**src/logic/uhp_pkg.sv**
```systemverilog
// Constants, types and register map of the root hub port status block
//
// How it works
// - Suspend bit set by write, cleared at resume end
// - Suspend write while disconnected sets connect change
// - Suspend cleared at reset end or controller resume
// - Bit 3 reads over-current pin, else zero
// - Writing bit 3 starts resume if suspended
// - Writing bit 4 starts port reset signalling
// - Reset change flag sets after 10 ms reset
// - Reset write while disconnected sets connect change
// - Power bit shows power, cleared by over-current
// - Switching mode and mask select command source
// - Power off clears connect, enable, suspend, reset
// - Bit 8 write sets power; no switching reads one
// - Bit 9 reads low-speed device attached
// - Writing bit 9 clears port power
// - Connect change on connect events, write one clears
// - Nonremovable port flags connect only after reset
// - Enable change on hardware enable clear or on power off
// - Suspend change after resume, EOP and resync
// - Over-current change sets on indicator change
// - Port writes wait until transaction completes
// - Bit 0 connect, nonremovable reads one, write clears enable
// - Enable cleared by hardware faults, set on completion
package uhp_pkg;
    localparam int ADDR_W = 4;
    localparam logic [3:0] ADDR_PORT1 = 4'h0;
    localparam logic [3:0] ADDR_PORT2 = 4'h4;
    localparam logic [3:0] ADDR_CFG = 4'h8;
    localparam logic [3:0] ADDR_GLOBAL = 4'hC;

    localparam int B_CCS = 0;
    localparam int B_PES = 1;
    localparam int B_PSS = 2;
    localparam int B_POCI = 3;
    localparam int B_PRS = 4;
    localparam int B_PPS = 8;
    localparam int B_LSDA = 9;
    localparam int B_CSC = 16;
    localparam int B_PESC = 17;
    localparam int B_PSSC = 18;
    localparam int B_OCIC = 19;
    localparam int B_PRSC = 20;

    localparam int CFG_PSM = 0;
    localparam int CFG_PPCM = 1;
    localparam int CFG_DR = 3;
    localparam int CFG_PPOC = 5;
    localparam int CFG_NPS = 6;
    localparam int CFG_W = 7;
    localparam logic [6:0] CFG_RESET = 7'h00;

    localparam int GLB_CLR_PWR = 0;
    localparam int GLB_SET_PWR = 16;

    localparam int CLK_PERIOD_NS = 25;
    localparam int RESET_TIME_US = 10000;
    localparam int RESUME_TIME_US = 20000;
    localparam int EOP_TIME_NS = 1500;
    localparam int RESYNC_TIME_US = 3000;
    localparam int RESET_CYCLES = RESET_TIME_US * 1000 / CLK_PERIOD_NS;
    localparam int RESUME_CYCLES = RESUME_TIME_US * 1000 / CLK_PERIOD_NS;
    localparam int EOP_CYCLES = (EOP_TIME_NS + CLK_PERIOD_NS - 1) / CLK_PERIOD_NS;
    localparam int RESYNC_CYCLES = RESYNC_TIME_US * 1000 / CLK_PERIOD_NS;
    localparam int CNT_W = 20;

    typedef enum logic [2:0] {
        SEQ_IDLE,
        SEQ_RESET,
        SEQ_RESUME,
        SEQ_EOP,
        SEQ_RESYNC
    } uhp_seq_t;

    typedef struct packed {
        logic ccs_q;
        logic oc_q;
        logic pes;
        logic pss;
        logic prs;
        logic pps;
        logic csc;
        logic pesc;
        logic pssc;
        logic ocic;
        logic prsc;
    } uhp_port_t;

    typedef struct packed {
        logic valid;
        logic [31:0] data;
    } uhp_pend_t;
endpackage

```
**src/logic/uhp_port_status.sv**
```systemverilog
// Root hub per-port status and control for two downstream ports
//
// The strobed register port and the address map are this design's own decisions.
`timescale 1ns/1ps
module uhp_port_status #(
    parameter logic [19:0] RESET_CYC = 20'(uhp_pkg::RESET_CYCLES),
    parameter logic [19:0] RESUME_CYC = 20'(uhp_pkg::RESUME_CYCLES),
    parameter logic [19:0] EOP_CYC = 20'(uhp_pkg::EOP_CYCLES),
    parameter logic [19:0] RESYNC_CYC = 20'(uhp_pkg::RESYNC_CYCLES)
) (
    input wire logic mclk_i,
    input wire logic arst_n_i,
    input wire logic [3:0] addr_i,
    input wire logic [31:0] wdata_i,
    input wire logic wr_i,
    input wire logic rd_i,
    output logic [31:0] rdata_o,
    input wire logic [1:0] connect_i,
    input wire logic [1:0] low_speed_i,
    input wire logic [1:0] overcurrent_i,
    input wire logic [1:0] babble_i,
    input wire logic txn_busy_i,
    input wire logic controller_resume_state_i,
    output logic [1:0] port_power_o,
    output logic [1:0] port_enable_o,
    output logic [1:0] port_reset_o,
    output logic [1:0] port_resume_o,
    output logic [1:0] port_eop_o
);

    ////////////////////////////////////////////////////////////////////////////////
    // Pin synchronisers

    logic [5:0] sync1;
    logic [5:0] sync2;
    wire logic [1:0] conn_s = sync2[1:0];
    wire logic [1:0] ls_s = sync2[3:2];
    wire logic [1:0] oc_s = sync2[5:4];

    always_ff @(posedge mclk_i or negedge arst_n_i) begin
        if (!arst_n_i) begin
            sync1 <= 6'h00;
            sync2 <= 6'h00;
        end else begin
            sync1 <= {overcurrent_i, low_speed_i, connect_i};
            sync2 <= sync1;
        end
    end

    ////////////////////////////////////////////////////////////////////////////////
    // Configuration and hub-wide power commands

    logic [6:0] cfg;
    logic [1:0] announce;
    wire logic wr_cfg = wr_i && addr_i == uhp_pkg::ADDR_CFG;
    wire logic wr_glb = wr_i && addr_i == uhp_pkg::ADDR_GLOBAL;
    wire logic glb_clr = wr_glb && wdata_i[uhp_pkg::GLB_CLR_PWR];
    wire logic glb_set = wr_glb && wdata_i[uhp_pkg::GLB_SET_PWR];
    wire logic psm = cfg[uhp_pkg::CFG_PSM];
    wire logic [1:0] ppcm = cfg[uhp_pkg::CFG_PPCM +: 2];
    wire logic [1:0] dev_rem = cfg[uhp_pkg::CFG_DR +: 2];
    wire logic ppoc = cfg[uhp_pkg::CFG_PPOC];
    wire logic nps = cfg[uhp_pkg::CFG_NPS];

    always_ff @(posedge mclk_i or negedge arst_n_i) begin
        if (!arst_n_i) begin
            cfg <= uhp_pkg::CFG_RESET;
            announce <= '1;
        end else begin
            announce <= announce & ~dev_rem;
            if (wr_cfg) begin
                cfg <= wdata_i[6:0];
            end
        end
    end

    // Armed by root hub reset, spent once a port is marked fixed

    ////////////////////////////////////////////////////////////////////////////////
    // Port register read image

    function automatic logic [31:0] port_word(input uhp_pkg::uhp_port_t st, input logic ccs,
                                              input logic oc, input logic pwr, input logic ls);
        logic [31:0] w;
        w = 32'h0000_0000;
        w[uhp_pkg::B_CCS] = ccs;
        w[uhp_pkg::B_PES] = st.pes;
        w[uhp_pkg::B_PSS] = st.pss;
        w[uhp_pkg::B_POCI] = oc;
        w[uhp_pkg::B_PRS] = st.prs;
        w[uhp_pkg::B_PPS] = pwr;
        w[uhp_pkg::B_LSDA] = ls;
        w[uhp_pkg::B_CSC] = st.csc;
        w[uhp_pkg::B_PESC] = st.pesc;
        w[uhp_pkg::B_PSSC] = st.pssc;
        w[uhp_pkg::B_OCIC] = st.ocic;
        w[uhp_pkg::B_PRSC] = st.prsc;
        return w;
    endfunction

    logic [31:0] port_rd [2];

    ////////////////////////////////////////////////////////////////////////////////
    // Per-port logic

    genvar gi;
    generate
        for (gi = 0; gi < 2; gi++) begin : g_port
            uhp_pkg::uhp_port_t st;
            uhp_pkg::uhp_port_t next_st;
            uhp_pkg::uhp_pend_t pend;
            uhp_pkg::uhp_pend_t next_pend;
            uhp_pkg::uhp_seq_t seq;
            uhp_pkg::uhp_seq_t next_seq;
            logic [19:0] cnt;
            logic [19:0] next_cnt;

            wire logic [3:0] my_addr = (gi == 0) ? uhp_pkg::ADDR_PORT1 : uhp_pkg::ADDR_PORT2;
            wire logic wr_me = wr_i && addr_i == my_addr;
            // Writes held back while a transaction runs
            wire logic apply = pend.valid && !txn_busy_i;
            wire logic [31:0] wd = apply ? pend.data : 32'h0000_0000;
            // Power source: per-port or global commands
            wire logic port_ctl = psm && ppcm[gi];
            wire logic pw_set = port_ctl ? wd[uhp_pkg::B_PPS] : glb_set;
            wire logic pw_clr = port_ctl ? wd[uhp_pkg::B_LSDA] : glb_clr;
            wire logic pwr = nps || st.pps;
            // Over-current level only with per-port reporting
            wire logic oc = ppoc && oc_s[gi];
            // Connect is lost while power is off
            wire logic ccs = conn_s[gi] && pwr;
            wire logic ccs_rd = dev_rem[gi] || ccs;
            wire logic ls = ls_s[gi] && ccs;
            wire logic cnt_zero = cnt == 20'h00000;
            wire logic rst_done = seq == uhp_pkg::SEQ_RESET && cnt_zero;
            wire logic res_done = seq == uhp_pkg::SEQ_RESYNC && cnt_zero;
            wire logic hw_dis = oc || !ccs || !pwr || babble_i[gi];
            wire logic cmd_bad = !ccs && (wd[uhp_pkg::B_PES] || wd[uhp_pkg::B_PSS]
                                 || wd[uhp_pkg::B_PRS]);
            wire logic conn_ev = dev_rem[gi] ? announce[gi] : (ccs != st.ccs_q);
            // Sequence start requests
            wire logic start_rst = ccs && wd[uhp_pkg::B_PRS] && seq == uhp_pkg::SEQ_IDLE;
            wire logic start_res = wd[uhp_pkg::B_POCI] && st.pss && seq == uhp_pkg::SEQ_IDLE;

            always_comb begin
                next_pend = pend;
                if (apply) begin
                    next_pend.valid = 1'b0;
                end
                if (wr_me) begin
                    next_pend.valid = 1'b1;
                    next_pend.data = (pend.valid && !apply) ? (pend.data | wdata_i) : wdata_i;
                end
            end

            always_comb begin
                next_st = st;
                next_seq = seq;
                next_cnt = cnt_zero ? 20'h00000 : cnt - 20'h00001;
                next_st.ccs_q = ccs;
                next_st.oc_q = oc;
                // Software clears first, hardware sets afterwards override
                if (wd[uhp_pkg::B_CSC]) begin
                    next_st.csc = 1'b0;
                end
                if (wd[uhp_pkg::B_PESC]) begin
                    next_st.pesc = 1'b0;
                end
                if (wd[uhp_pkg::B_PSSC]) begin
                    next_st.pssc = 1'b0;
                end
                if (wd[uhp_pkg::B_OCIC]) begin
                    next_st.ocic = 1'b0;
                end
                if (wd[uhp_pkg::B_PRSC]) begin
                    next_st.prsc = 1'b0;
                end
                if (wd[uhp_pkg::B_CCS]) begin
                    next_st.pes = 1'b0;
                end
                if (ccs && wd[uhp_pkg::B_PES]) begin
                    next_st.pes = 1'b1;
                end
                if (ccs && wd[uhp_pkg::B_PSS]) begin
                    next_st.pss = 1'b1;
                end
                if (start_rst) begin
                    next_st.prs = 1'b1;
                    next_seq = uhp_pkg::SEQ_RESET;
                    next_cnt = RESET_CYC - 20'h00001;
                end
                // Resume only from suspend
                if (start_res) begin
                    next_seq = uhp_pkg::SEQ_RESUME;
                    next_cnt = RESUME_CYC - 20'h00001;
                end
                if (pw_set) begin
                    next_st.pps = 1'b1;
                end
                if (pw_clr) begin
                    next_st.pps = 1'b0;
                end
                case (seq)
                    uhp_pkg::SEQ_IDLE: begin
                    end
                    uhp_pkg::SEQ_RESET: begin
                        if (rst_done) begin
                            next_seq = uhp_pkg::SEQ_IDLE;
                            next_st.prs = 1'b0;
                            next_st.prsc = 1'b1;
                            next_st.pss = 1'b0;
                            next_st.pssc = 1'b0;
                            next_st.pes = ccs;
                        end
                    end
                    uhp_pkg::SEQ_RESUME: begin
                        if (cnt_zero) begin
                            next_seq = uhp_pkg::SEQ_EOP;
                            next_cnt = EOP_CYC - 20'h00001;
                        end
                    end
                    uhp_pkg::SEQ_EOP: begin
                        if (cnt_zero) begin
                            next_seq = uhp_pkg::SEQ_RESYNC;
                            next_cnt = RESYNC_CYC - 20'h00001;
                        end
                    end
                    uhp_pkg::SEQ_RESYNC: begin
                        if (res_done) begin
                            next_seq = uhp_pkg::SEQ_IDLE;
                            next_st.pssc = 1'b1;
                            next_st.pss = 1'b0;
                            next_st.pes = ccs;
                        end
                    end
                    default: begin
                        next_seq = uhp_pkg::SEQ_IDLE;
                    end
                endcase
                if (controller_resume_state_i) begin
                    next_st.pss = 1'b0;
                end
                if (oc) begin
                    next_st.pps = 1'b0;
                end
                // Hardware disable raises enable change
                if (st.pes && hw_dis) begin
                    next_st.pes = 1'b0;
                    next_st.pesc = 1'b1;
                end
                // Power off drops port state on the same edge
                if (!nps && !next_st.pps) begin
                    if (st.pes) begin
                        next_st.pesc = 1'b1;
                    end
                    next_st.pes = 1'b0;
                    next_st.pss = 1'b0;
                    next_st.prs = 1'b0;
                    next_seq = uhp_pkg::SEQ_IDLE;
                end
                // Refused commands while disconnected
                if (cmd_bad) begin
                    next_st.csc = 1'b1;
                end
                if (conn_ev) begin
                    next_st.csc = 1'b1;
                end
                if (oc != st.oc_q) begin
                    next_st.ocic = 1'b1;
                end
            end

            always_ff @(posedge mclk_i or negedge arst_n_i) begin
                if (!arst_n_i) begin
                    st <= '0;
                    pend <= '0;
                    seq <= uhp_pkg::SEQ_IDLE;
                    cnt <= 20'h00000;
                end else begin
                    st <= next_st;
                    pend <= next_pend;
                    seq <= next_seq;
                    cnt <= next_cnt;
                end
            end

            // Read image of the port
            assign port_rd[gi] = port_word(st, ccs_rd, oc, pwr, ls);
            assign port_power_o[gi] = pwr;
            assign port_enable_o[gi] = st.pes;
            assign port_reset_o[gi] = st.prs;
            assign port_resume_o[gi] = seq == uhp_pkg::SEQ_RESUME;
            assign port_eop_o[gi] = seq == uhp_pkg::SEQ_EOP;
        end
    endgenerate

    ////////////////////////////////////////////////////////////////////////////////
    // Read data, one cycle after the strobe

    logic [31:0] next_rdata;
    wire logic [31:0] cfg_word = {25'h0000000, cfg};

    always_comb begin
        next_rdata = 32'h0000_0000;
        if (rd_i) begin
            case (addr_i)
                uhp_pkg::ADDR_PORT1: next_rdata = port_rd[0];
                uhp_pkg::ADDR_PORT2: next_rdata = port_rd[1];
                uhp_pkg::ADDR_CFG: next_rdata = cfg_word;
                default: next_rdata = 32'h0000_0000;
            endcase
        end
    end

    always_ff @(posedge mclk_i or negedge arst_n_i) begin
        if (!arst_n_i) begin
            rdata_o <= 32'h0000_0000;
        end else begin
            rdata_o <= next_rdata;
        end
    end

endmodule

```
**config.mk**
```make
export PLATFORM = sky130hd
export DESIGN_NAME = uhp_port_status
export DESIGN_NICKNAME = d
export VERILOG_FILES = /design/src/logic/uhp_pkg.sv /design/src/logic/uhp_port_status.sv
export SDC_FILE = /design/constraint.sdc
export NUM_CORES = 1
export LEC_CHECK = 0
export BUFFER_PORTS_ARGS = -buffer_cell sky130_fd_sc_hd__buf_2
export CAP_MARGIN = 20
export CORE_MARGIN = 2
export CORE_UTILIZATION = 51
export DETAILED_ROUTE_END_ITERATION = 8
export MAX_ROUTING_LAYER = met4
export PLACE_DENSITY = 0.71
export SETUP_SLACK_MARGIN = 0.05
export SLEW_MARGIN = 20
export SYNTH_ARGS = -nofsm -noshare
export SYNTH_HDL_FRONTEND = slang
export SYNTH_SLANG_ARGS = --single-unit
```
**constraint.sdc**
```tcl
create_clock -name mclk_i -period 6.8 [get_ports mclk_i]
set_clock_uncertainty 0.2 [all_clocks]
set_input_delay 0 -clock mclk_i [delete_from_list [all_inputs] [get_ports mclk_i]]
set_output_delay 0 -clock mclk_i [all_outputs]
set_load 0.005 [all_outputs]
```
==> run_results.csv, run 1 <==
group,metric,value,unit
run_status,status,"finished clean",
placement,place_congestion,0.868,
synth,yosys_most_used_dff,"dfrtp_1",
pwr,vdd_ir_drop_max,0.207,mV
timing,rsz0062_at_grt,"no",
timing,tightest_slew,956,ps
final_layout,num_antenna_cells,0,
timing,drv_slew,0,
pwr,p_switching,0.000639,W
cts,clock_latency,420,ps
route,drt_iter0_markers,348,
final_layout,stdcell_count,823,
placement,place_inst,756,
synth,syn_inst,581,
cts,clk_pin_slew,60,ps
pwr,p_per_area,314,nW/µm²
final_layout,layout.nets,717,
synth,ys_seq_elements,129,
final_layout,drive_above_1_share,0.178,
synth,synth.most_common_cell,"dfrtp_1",
final_layout,nFillCells,925,
route,vias,4780,
route,vias_per_cell,5.81,
setup_path,crit_required,6900,ps
cts,cts_buffer_depth,2,
placement,numPortBuffers,55,
synth,mappedNetlistArea,6150,µm²
floorplan,ios,92,
global_routing,grt_use_total,0.252,
route,first_pass_iters,5,
global_routing,grt_overflow,0,
pwr,p_int,0.00169,W
timing,finalWorstSetupSlack,3880,ps
synth,yosys.area.top_type,"dfrtp_1",
setup_path,path_max_fanout,14,
timing,tns,0,ps
synth,yosysUniqueCellTypes,65,
global_routing,grt_util_met3,0.0664,
timing,max_freq,343,MHz
cts,cts_tree,"yes",
synth,ys.warnings.count,0,
synth,avgSynthCellArea,10.6,µm²
timing,period_needed,2920,ps
synth,async_flop_share,1.00,
timing,fin_hold_ws,33.0,ps
timing,fin_crit_sh,0.429,
timing,finalHoldViolCount,0,
cts,root_buffer,"clkbuf_16",
route,ant_nets,0,
floorplan,num_rows,40,
timing,slew_headroom,0.363,
floorplan,core,11900,µm²
cts,cts_resized,0,
pwr,clockPowerShare,0.426,
setup_path,crit_type,"primary input to flop",
synth,ys_seq_area_frac,0.525,
global_routing,antenna_found_initial,0,
setup_path,critPathCaptureType,"flop",
floorplan,dieHeight,114,µm
flow_run,maxCapViolations,0,
global_routing,use_met1,0.342,
final_layout,syn_to_final_growth,20.7,%
synth,synth_edf_count,0,
route,routedWlPerCell,18.1,µm
global_routing,busiest_layer,"met2",
cts,htreeDepth,4,
synth,synth_top_area_frac,0.516,
route,wl,14900,µm
floorplan,dieArea,13000,µm²
placement,post-place-ws,4070,ps
global_routing,grt_pass1_vias,4794,
global_routing,grt_pass1_wl,24500,µm
timing,setup_violations,0,
floorplan,initial_core_util,0.517,
pwr,p_leak,3.22,nW
global_routing,grt_start_max_net_pins,79,
setup_path,startpoint_type,"primary input",
pwr,pwr-share-comb,0.147,
synth,ys_top_cells_by_area,"dfrtp_1, a22o_1, o21ai_0, buf_4, nor2_1",
cts,clock_sinks,129,
pwr,switching_share,0.274,
placement,place_hpwl,9930,µm
worst_hold_path,worstHoldPathType,"primary input to flop",
route,drc_errors,0,
global_routing,use_met2,0.375,
cts,cts_buffers,17,
pwr,p_seq_frac,0.428,
floorplan,die_w,114,µm
setup_path,crit_arrival,3010,ps
synth,synth_commonest_cells,"dfrtp_1, nor2_1, nand2_1",
## sequential cells by signal (all words and copies together), names as in the netlist
register       flops
announce           2
cfg                7
g_port.cnt        40
g_port.pend       26
g_port.seq         6
g_port.st         18
port_enable_o      2
port_reset_o       2
rdata_o           14
sync1              6
sync2              6
## path summary, 6_finish.rpt
kind / slack (ps) / start / end / depth (start not counted)
hold / removal: 30 / overcurrent_i[0] / sync1[4] / 2
max in group asynchronous: 4990 / arst_n_i / g_port[0].cnt[18] / 4
setup reg to reg: 4120 / g_port[0].cnt[0] / g_port[0].cnt[19] / 7
hold reg to reg: 150 / sync1[4] / sync2[4] / 0
setup / recovery: 3880 / addr_i[2] / g_port[1].pend[18] / 6
min in group asynchronous: 460 / arst_n_i / announce[1] / 3
## final cells by class
| class | instances | area [µm²] | area share |
|---|---|---|---|
| clock buffers | 19 | 433 | 0.0583 |
| flip-flops and latches | 129 | 3230 | 0.435 |
| well taps | 147 | 184 | 0.0248 |
| inverters | 8 | 30.0 | 0.00404 |
| multi-input cells | 414 | 2670 | 0.359 |
| clock inverters | 13 | 211 | 0.0285 |
| repair buffers | 93 | 668 | 0.0900 |
## worst max-delay path, cell delays in order
cell and delay [ps]:
dlygate4sd3_1 550, buf_2 250, nor4b_2 790, and2_0 670, nand2_1 450, a22o_1 300
## logic make-up after synthesis
logic type / after synthesis / share of synthesized area
compound gates: 135 / 0.155
flops: 129 / 0.525
xor+xnor: 31 / 0.0441
simple gates: 212 / 0.191
buf+inv: 55 / 0.0519
fa+ha+maj: 4 / 0.00813
mux: 14 / 0.0242
other cells: 1 / 0.000609
## metrics by stage
stage	area, µm²	total power (W)	utilization
final	7420	0.00233	0.623
after detailed placement	6410	0.00132	0.538
after floorplan	6220	0.00122	-
after global placement	6410	0.00131	0.538
after CTS	7420	0.00234	0.623
after global routing	7420	0.00243	0.623
## power by group through the flow
stage	registers, W	logic [W]	clock network [W]
after detailed placement	0.00101	0.000318	0
after global routing	0.00101	0.000383	0.00104
after global placement	0.000999	0.000309	0
final	0.000996	0.000342	0.000991
after CTS	0.000993	0.000339	0.00100
after floorplan	0.000973	0.000250	0
## timing repair
action                    4_1_cts  5_1_grt
hold buffers                   35        0
setup buffers                   0        0
hold endpoints to repair      118        0
## layer usage
metal	wire, µm	part of all wire	vias to the layer above
li1	-	-	2221
met1	6710	0.45	2370
met2	7000	0.47	168
met3	963	0.065	21
met4	215	0.014	0
met5	0	0	-
## placed cells by master (no fill, tap or decap), drive strengths merged, types with 8 or more instances in the layout
cell,synthesis,routed
dfrtp,127,127
buf,33,59
nor2,51,51
nand2,42,42
o21ai,40,40
dlygate4sd3,0,34
a22o,26,26
nor3,22,22
xnor2,21,21
clkbuf,14,19
a21oi,18,18
conb,1,18
nor4,14,14
nand3,13,13
nor2b,12,12
xor2,10,10
and2,10,10
a21boi,9,9
inv,7,8
Power figures use the tool's default switching activity.
==> run 2, diff against run 1 <==
clock period = 2.9 ns   (was 6.8 ns; I/O delays follow)
==> run 2 against run 1 <==
Against the previous run: register-to-register slack got worse by 3700 ps; setup slack got worse by 3500 ps; combinational power is 150% higher; largest cell class unchanged; largest power group unchanged; highest routed layer unchanged.
==> run_results.csv, run 2 (synthesized netlist as in run 1, its figures left out) <==
group,metric,value,unit
run_status,status,"finished clean",
timing,finalWorstSetupSlack,397,ps
setup_path,crit_type,"flop to flop",
setup_path,crit_arrival,2610,ps
global_routing,grt_start_max_net_pins,61,
route,drt_iter0_markers,442,
global_routing,use_met1,0.352,
cts,clock_latency,410,ps
floorplan,initial_core_util,0.517,
timing,finalHoldViolCount,0,
floorplan,core,11900,µm²
route,first_pass_iters,5,
flow_run,maxCapViolations,0,
final_layout,drive_above_1_share,0.189,
timing,fin_hold_ws,31.1,ps
setup_path,path_max_fanout,6,
floorplan,dieHeight,114,µm
cts,root_buffer,"clkbuf_16",
setup_path,crit_required,3010,ps
final_layout,final_common_cell,"dfrtp_1",
route,ant_nets,0,
pwr,p_per_area,727,nW/µm²
global_routing,grt_use_total,0.258,
final_layout,top_register,"g_port.cnt",
cts,cts_buffers,17,
cts,clock_sinks,129,
cts,postCtsSetupRepairBufs,0,
final_layout,num_antenna_cells,0,
final_layout,reg_top3,"g_port.cnt (40), g_port.pend (26), g_port.st (18)",
floorplan,die_w,114,µm
timing,period_needed,2500,ps
placement,place_inst,767,
timing,tns,0,ps
route,vias_per_cell,5.85,
cts,cts_tree,"yes",
final_layout,layout_common_cells,"dfrtp_1, buf_2, nor2_1",
final_layout,stdcell_count,834,
timing,max_freq,400,MHz
placement,post-place-ws,458,ps
cts,cts_resized,0,
placement,numPortBuffers,55,
placement,place_congestion,0.919,
global_routing,grt_pass1_wl,24900,µm
route,vias,4881,
final_layout,largest_reg_flops,40,
final_layout,syn_to_final_growth,22.0,%
global_routing,grt_util_met3,0.0675,
floorplan,num_rows,40,
timing,rsz0062_at_grt,"no",
global_routing,grt_overflow,0,
worst_hold_path,worstHoldPathType,"primary input to flop",
route,drc_errors,0,
global_routing,use_met2,0.383,
timing,drv_slew,0,
timing,setup_violations,0,
timing,fin_crit_sh,0.863,
pwr,p_leak,3.29,nW
floorplan,dieArea,13000,µm²
cts,ctsHoldBuffers,36,
setup_path,startpoint_type,"flop",
floorplan,ios,92,
route,routedWlPerCell,18.3,µm
placement,place_hpwl,10500,µm
route,wl,15300,µm
global_routing,grt_pass1_vias,4811,
global_routing,busiest_layer,"met2",
cts,clk_pin_slew,60,ps
global_routing,antenna_found_initial,0,
timing,slew_headroom,0.572,
final_layout,layout.nets,729,
cts,htreeDepth,4,
cts,cts_buffer_depth,2,
setup_path,critPathCaptureType,"flop",
pwr,vdd_ir_drop_max,0.717,mV
timing,tightest_slew,636,ps
## run 2: metal layers
metal  vias to the layer above  wire length (µm)
li1                       2247                 -
met1                      2426              6780
met2                       191              7180
met3                        17              1100
met4                         0               207
met5                         -                 0
## run 2: final cells by class
| class | count | area [µm²] |
|---|---|---|
| fill | 950 | 4400 |
| sequential | 129 | 3230 |
| multi-input combinational | 414 | 2670 |
| timing repair buffer | 105 | 766 |
| clock buffer | 22 | 474 |
| tap | 147 | 184 |
| clock inverter | 9 | 156 |
| inverter | 8 | 30.0 |
## run 2: path summary, 6_finish.rpt
| kind | from | endpoint | slack (ps) | cells past startpoint |
|---|---|---|---|---|
| min in group asynchronous | arst_n_i | announce[1] | 470 | 3 |
| hold reg to reg | sync1[2] | sync2[2] | 150 | 0 |
| setup / recovery | g_port[1].cnt[12] | port_enable_o[1] | 400 | 5 |
| hold / removal | connect_i[0] | sync1[0] | 30 | 2 |
| setup reg to reg | g_port[1].cnt[12] | port_enable_o[1] | 400 | 5 |
| max in group asynchronous | arst_n_i | g_port[1].cnt[17] | 1580 | 4 |
## run 2: where the power goes
part | internal (W) | switching (W)
sequential | 0.00206 | 0.000278
clock | 0.00150 | 0.000769
combinational | 0.000396 | 0.000454
total | 0.00396 | 0.00150
## run 2: per-stage QoR
| stage | instance area, µm² | utilization | power (W) |
|---|---|---|---|
| 5_1_grt | 7510 | 0.630 | 0.00571 |
| 3_3_place_gp | 6510 | 0.546 | 0.00310 |
| 4_1_cts | 7510 | 0.630 | 0.00547 |
| 3_5_place_dp | 6510 | 0.546 | 0.00315 |
| 6_report | 7510 | 0.630 | 0.00546 |
| 2_1_floorplan | 6220 | - | 0.00287 |
## run 2: worst max-delay path, cell delays in order (launching register included)
cell and delay [ps]:
dfrtp_1 400, nor3_1 380, nand3b_1 290, nor4_1 640, o21ai_0 200, a221oi_1 290
==> run 3, diff against run 2 <==
PLACE_DENSITY = 0.74   (was 0.71)
==> run 3 against run 2 <==
Against the previous run: wire length rose by 1.0%; largest cell class unchanged; first-iteration DRC count is 25% higher; power fell by 4.5%; final cell count is the same; design area shrank 0.80%; setup slack better by 6.4 ps; largest power group unchanged; global-route usage rose by 0.091 points; register-to-register slack hardly changed; die area unchanged.
==> run_results.csv, run 3 (synthesized netlist as in run 1, its figures left out) <==
group,metric,value,unit
final_layout,layout.nets,728,
setup_path,path_max_fanout,11,
floorplan,num_rows,40,
timing,max_freq,401,MHz
floorplan,dieHeight,114,µm
final_layout,layout_common_cells,"dfrtp_1, buf_2, nor2_1",
timing,slew_headroom,0.579,
global_routing,grt_pass1_wl,25300,µm
route,ant_nets,0,
final_layout,reg_top3,"g_port.cnt (40), g_port.pend (26), g_port.st (18)",
floorplan,ios,92,
pwr,p_seq_frac,0.450,
pwr,p_leak,3.26,nW
cts,cts_resized,0,
cts,cts_buffers,17,
timing,fin_hold_ws,32.4,ps
global_routing,antenna_found_initial,0,
placement,place_area,6500,µm²
route,vias,4908,
route,vias_per_cell,5.88,
final_layout,final_common_cell,"dfrtp_1",
floorplan,initial_core_util,0.517,
timing,tns,0,ps
final_layout,num_antenna_cells,0,
timing,fin_crit_sh,0.861,
cts,htreeDepth,4,
setup_path,crit_arrival,2590,ps
timing,tightest_slew,626,ps
placement,place_congestion,0.887,
final_layout,top_register,"g_port.cnt",
cts,cts_buffer_depth,2,
global_routing,grt_start_max_net_pins,61,
route,wl,15400,µm
route,drt_iter0_markers,554,
timing,finalHoldViolCount,0,
flow_run,maxCapViolations,0,
run_status,status,"finished clean",
cts,postCtsSetupRepairBufs,0,
floorplan,die_w,114,µm
timing,rsz0062_at_grt,"no",
floorplan,core,11900,µm²
placement,place_hpwl,10400,µm
global_routing,grt_pass1_vias,4901,
setup_path,path_delay_family,"simple AND/OR/NAND/NOR gates",
cts,clock_sinks,129,
setup_path,startpoint_type,"flop",
pwr,clockPowerShare,0.391,
final_layout,largest_reg_flops,40,
setup_path,critPathMaxStageDelay,450,ps
setup_path,crit_required,3000,ps
pwr,p_per_area,700,nW/µm²
timing,setup_violations,0,
timing,finalWorstSetupSlack,404,ps
pwr,p_switching,0.00155,W
final_layout,syn_to_final_growth,21.0,%
placement,numPortBuffers,55,
final_layout,final_area,7450,µm²
global_routing,grt_use_total,0.259,
cts,root_buffer,"clkbuf_16",
setup_path,crit_chain,"inv_1, ha_1, or4b_1, nor3_2, and2_1, nor4_1, a311o_1",
timing,period_needed,2500,ps
floorplan,dieArea,13000,µm²
cts,clk_pin_slew,60,ps
pwr,switching_share,0.298,
route,drc_errors,0,
setup_path,crit_type,"flop to flop",
pwr,p_int,0.00366,W
setup_path,crit_buf_inv,1,
cts,cts_tree,"yes",
final_layout,fin_util,0.625,
setup_path,critPathCaptureType,"flop",
pwr,vdd_ir_drop_max,0.519,mV
route,routedWlPerCell,18.5,µm
worst_hold_path,worstHoldPathType,"primary input to flop",
route,first_pass_iters,5,
setup_path,crit_slowest_cell,"or4b_1",
pwr,pwr-share-comb,0.159,
final_layout,drive_above_1_share,0.192,
placement,post-place-ws,437,ps
timing,drv_slew,0,
global_routing,grt_overflow,0,
cts,clock_latency,410,ps
[run 3: path summary, 6_finish.rpt]
kind,slack [ps],depth (start not counted),to,from
max in group asynchronous,1640,4,announce[0],arst_n_i
worst min register to register,150,0,sync2[3],sync1[3]
worst min-delay path,30,2,sync1[5],overcurrent_i[1]
min in group asynchronous,540,4,rdata_o[9],arst_n_i
worst max register to register,400,7,g_port[0].cnt[19],g_port[0].cnt[0]
worst max-delay path,400,7,g_port[0].cnt[19],g_port[0].cnt[0]
[run 3: routing by layer]
| metal | vias to the layer above | GRT usage | wire, µm |
|---|---|---|---|
| li1 | 2247 | - | - |
| met1 | 2436 | 0.347 | 6790 |
| met2 | 207 | 0.392 | 7190 |
| met3 | 18 | 0.0707 | 1250 |
| met4 | 0 | 0.0732 | 196 |
| met5 | - | - | 0 |
[run 3: power groups by stage]
| stage | Combinational (W) | Sequential (W) | Clock [W] |
|---|---|---|---|
| after floorplan | 0.000587 | 0.00228 | 0 |
| after global placement | 0.000740 | 0.00234 | 0 |
| after detailed placement | 0.000778 | 0.00236 | 0 |
| after CTS | 0.000826 | 0.00234 | 0.00205 |
| after global routing | 0.000930 | 0.00238 | 0.00213 |
| final | 0.000830 | 0.00235 | 0.00204 |
[run 3: area by class of cell]
cell class	count	area, µm²
clock inverters	14	131
inverters	8	30.0
flip-flops and latches	129	3230
clock buffers	18	439
well taps	147	184
multi-input cells	414	2670
repair buffers	104	766
fillers	912	4460
[run 3: repair_timing]
| action | CTS | global route |
|---|---|---|
| hold buffers | 36 | 0 |
| endpoints found under the setup margin | 0 | 0 |
| endpoints found under the hold margin | 192 | 0 |
[run 3: metrics by stage]
stage               cells  total power [W]
floorplan             598          0.00287
global placement      766          0.00308
detailed placement    766          0.00314
CTS                   834          0.00521
global route          834          0.00544
finish                834          0.00521
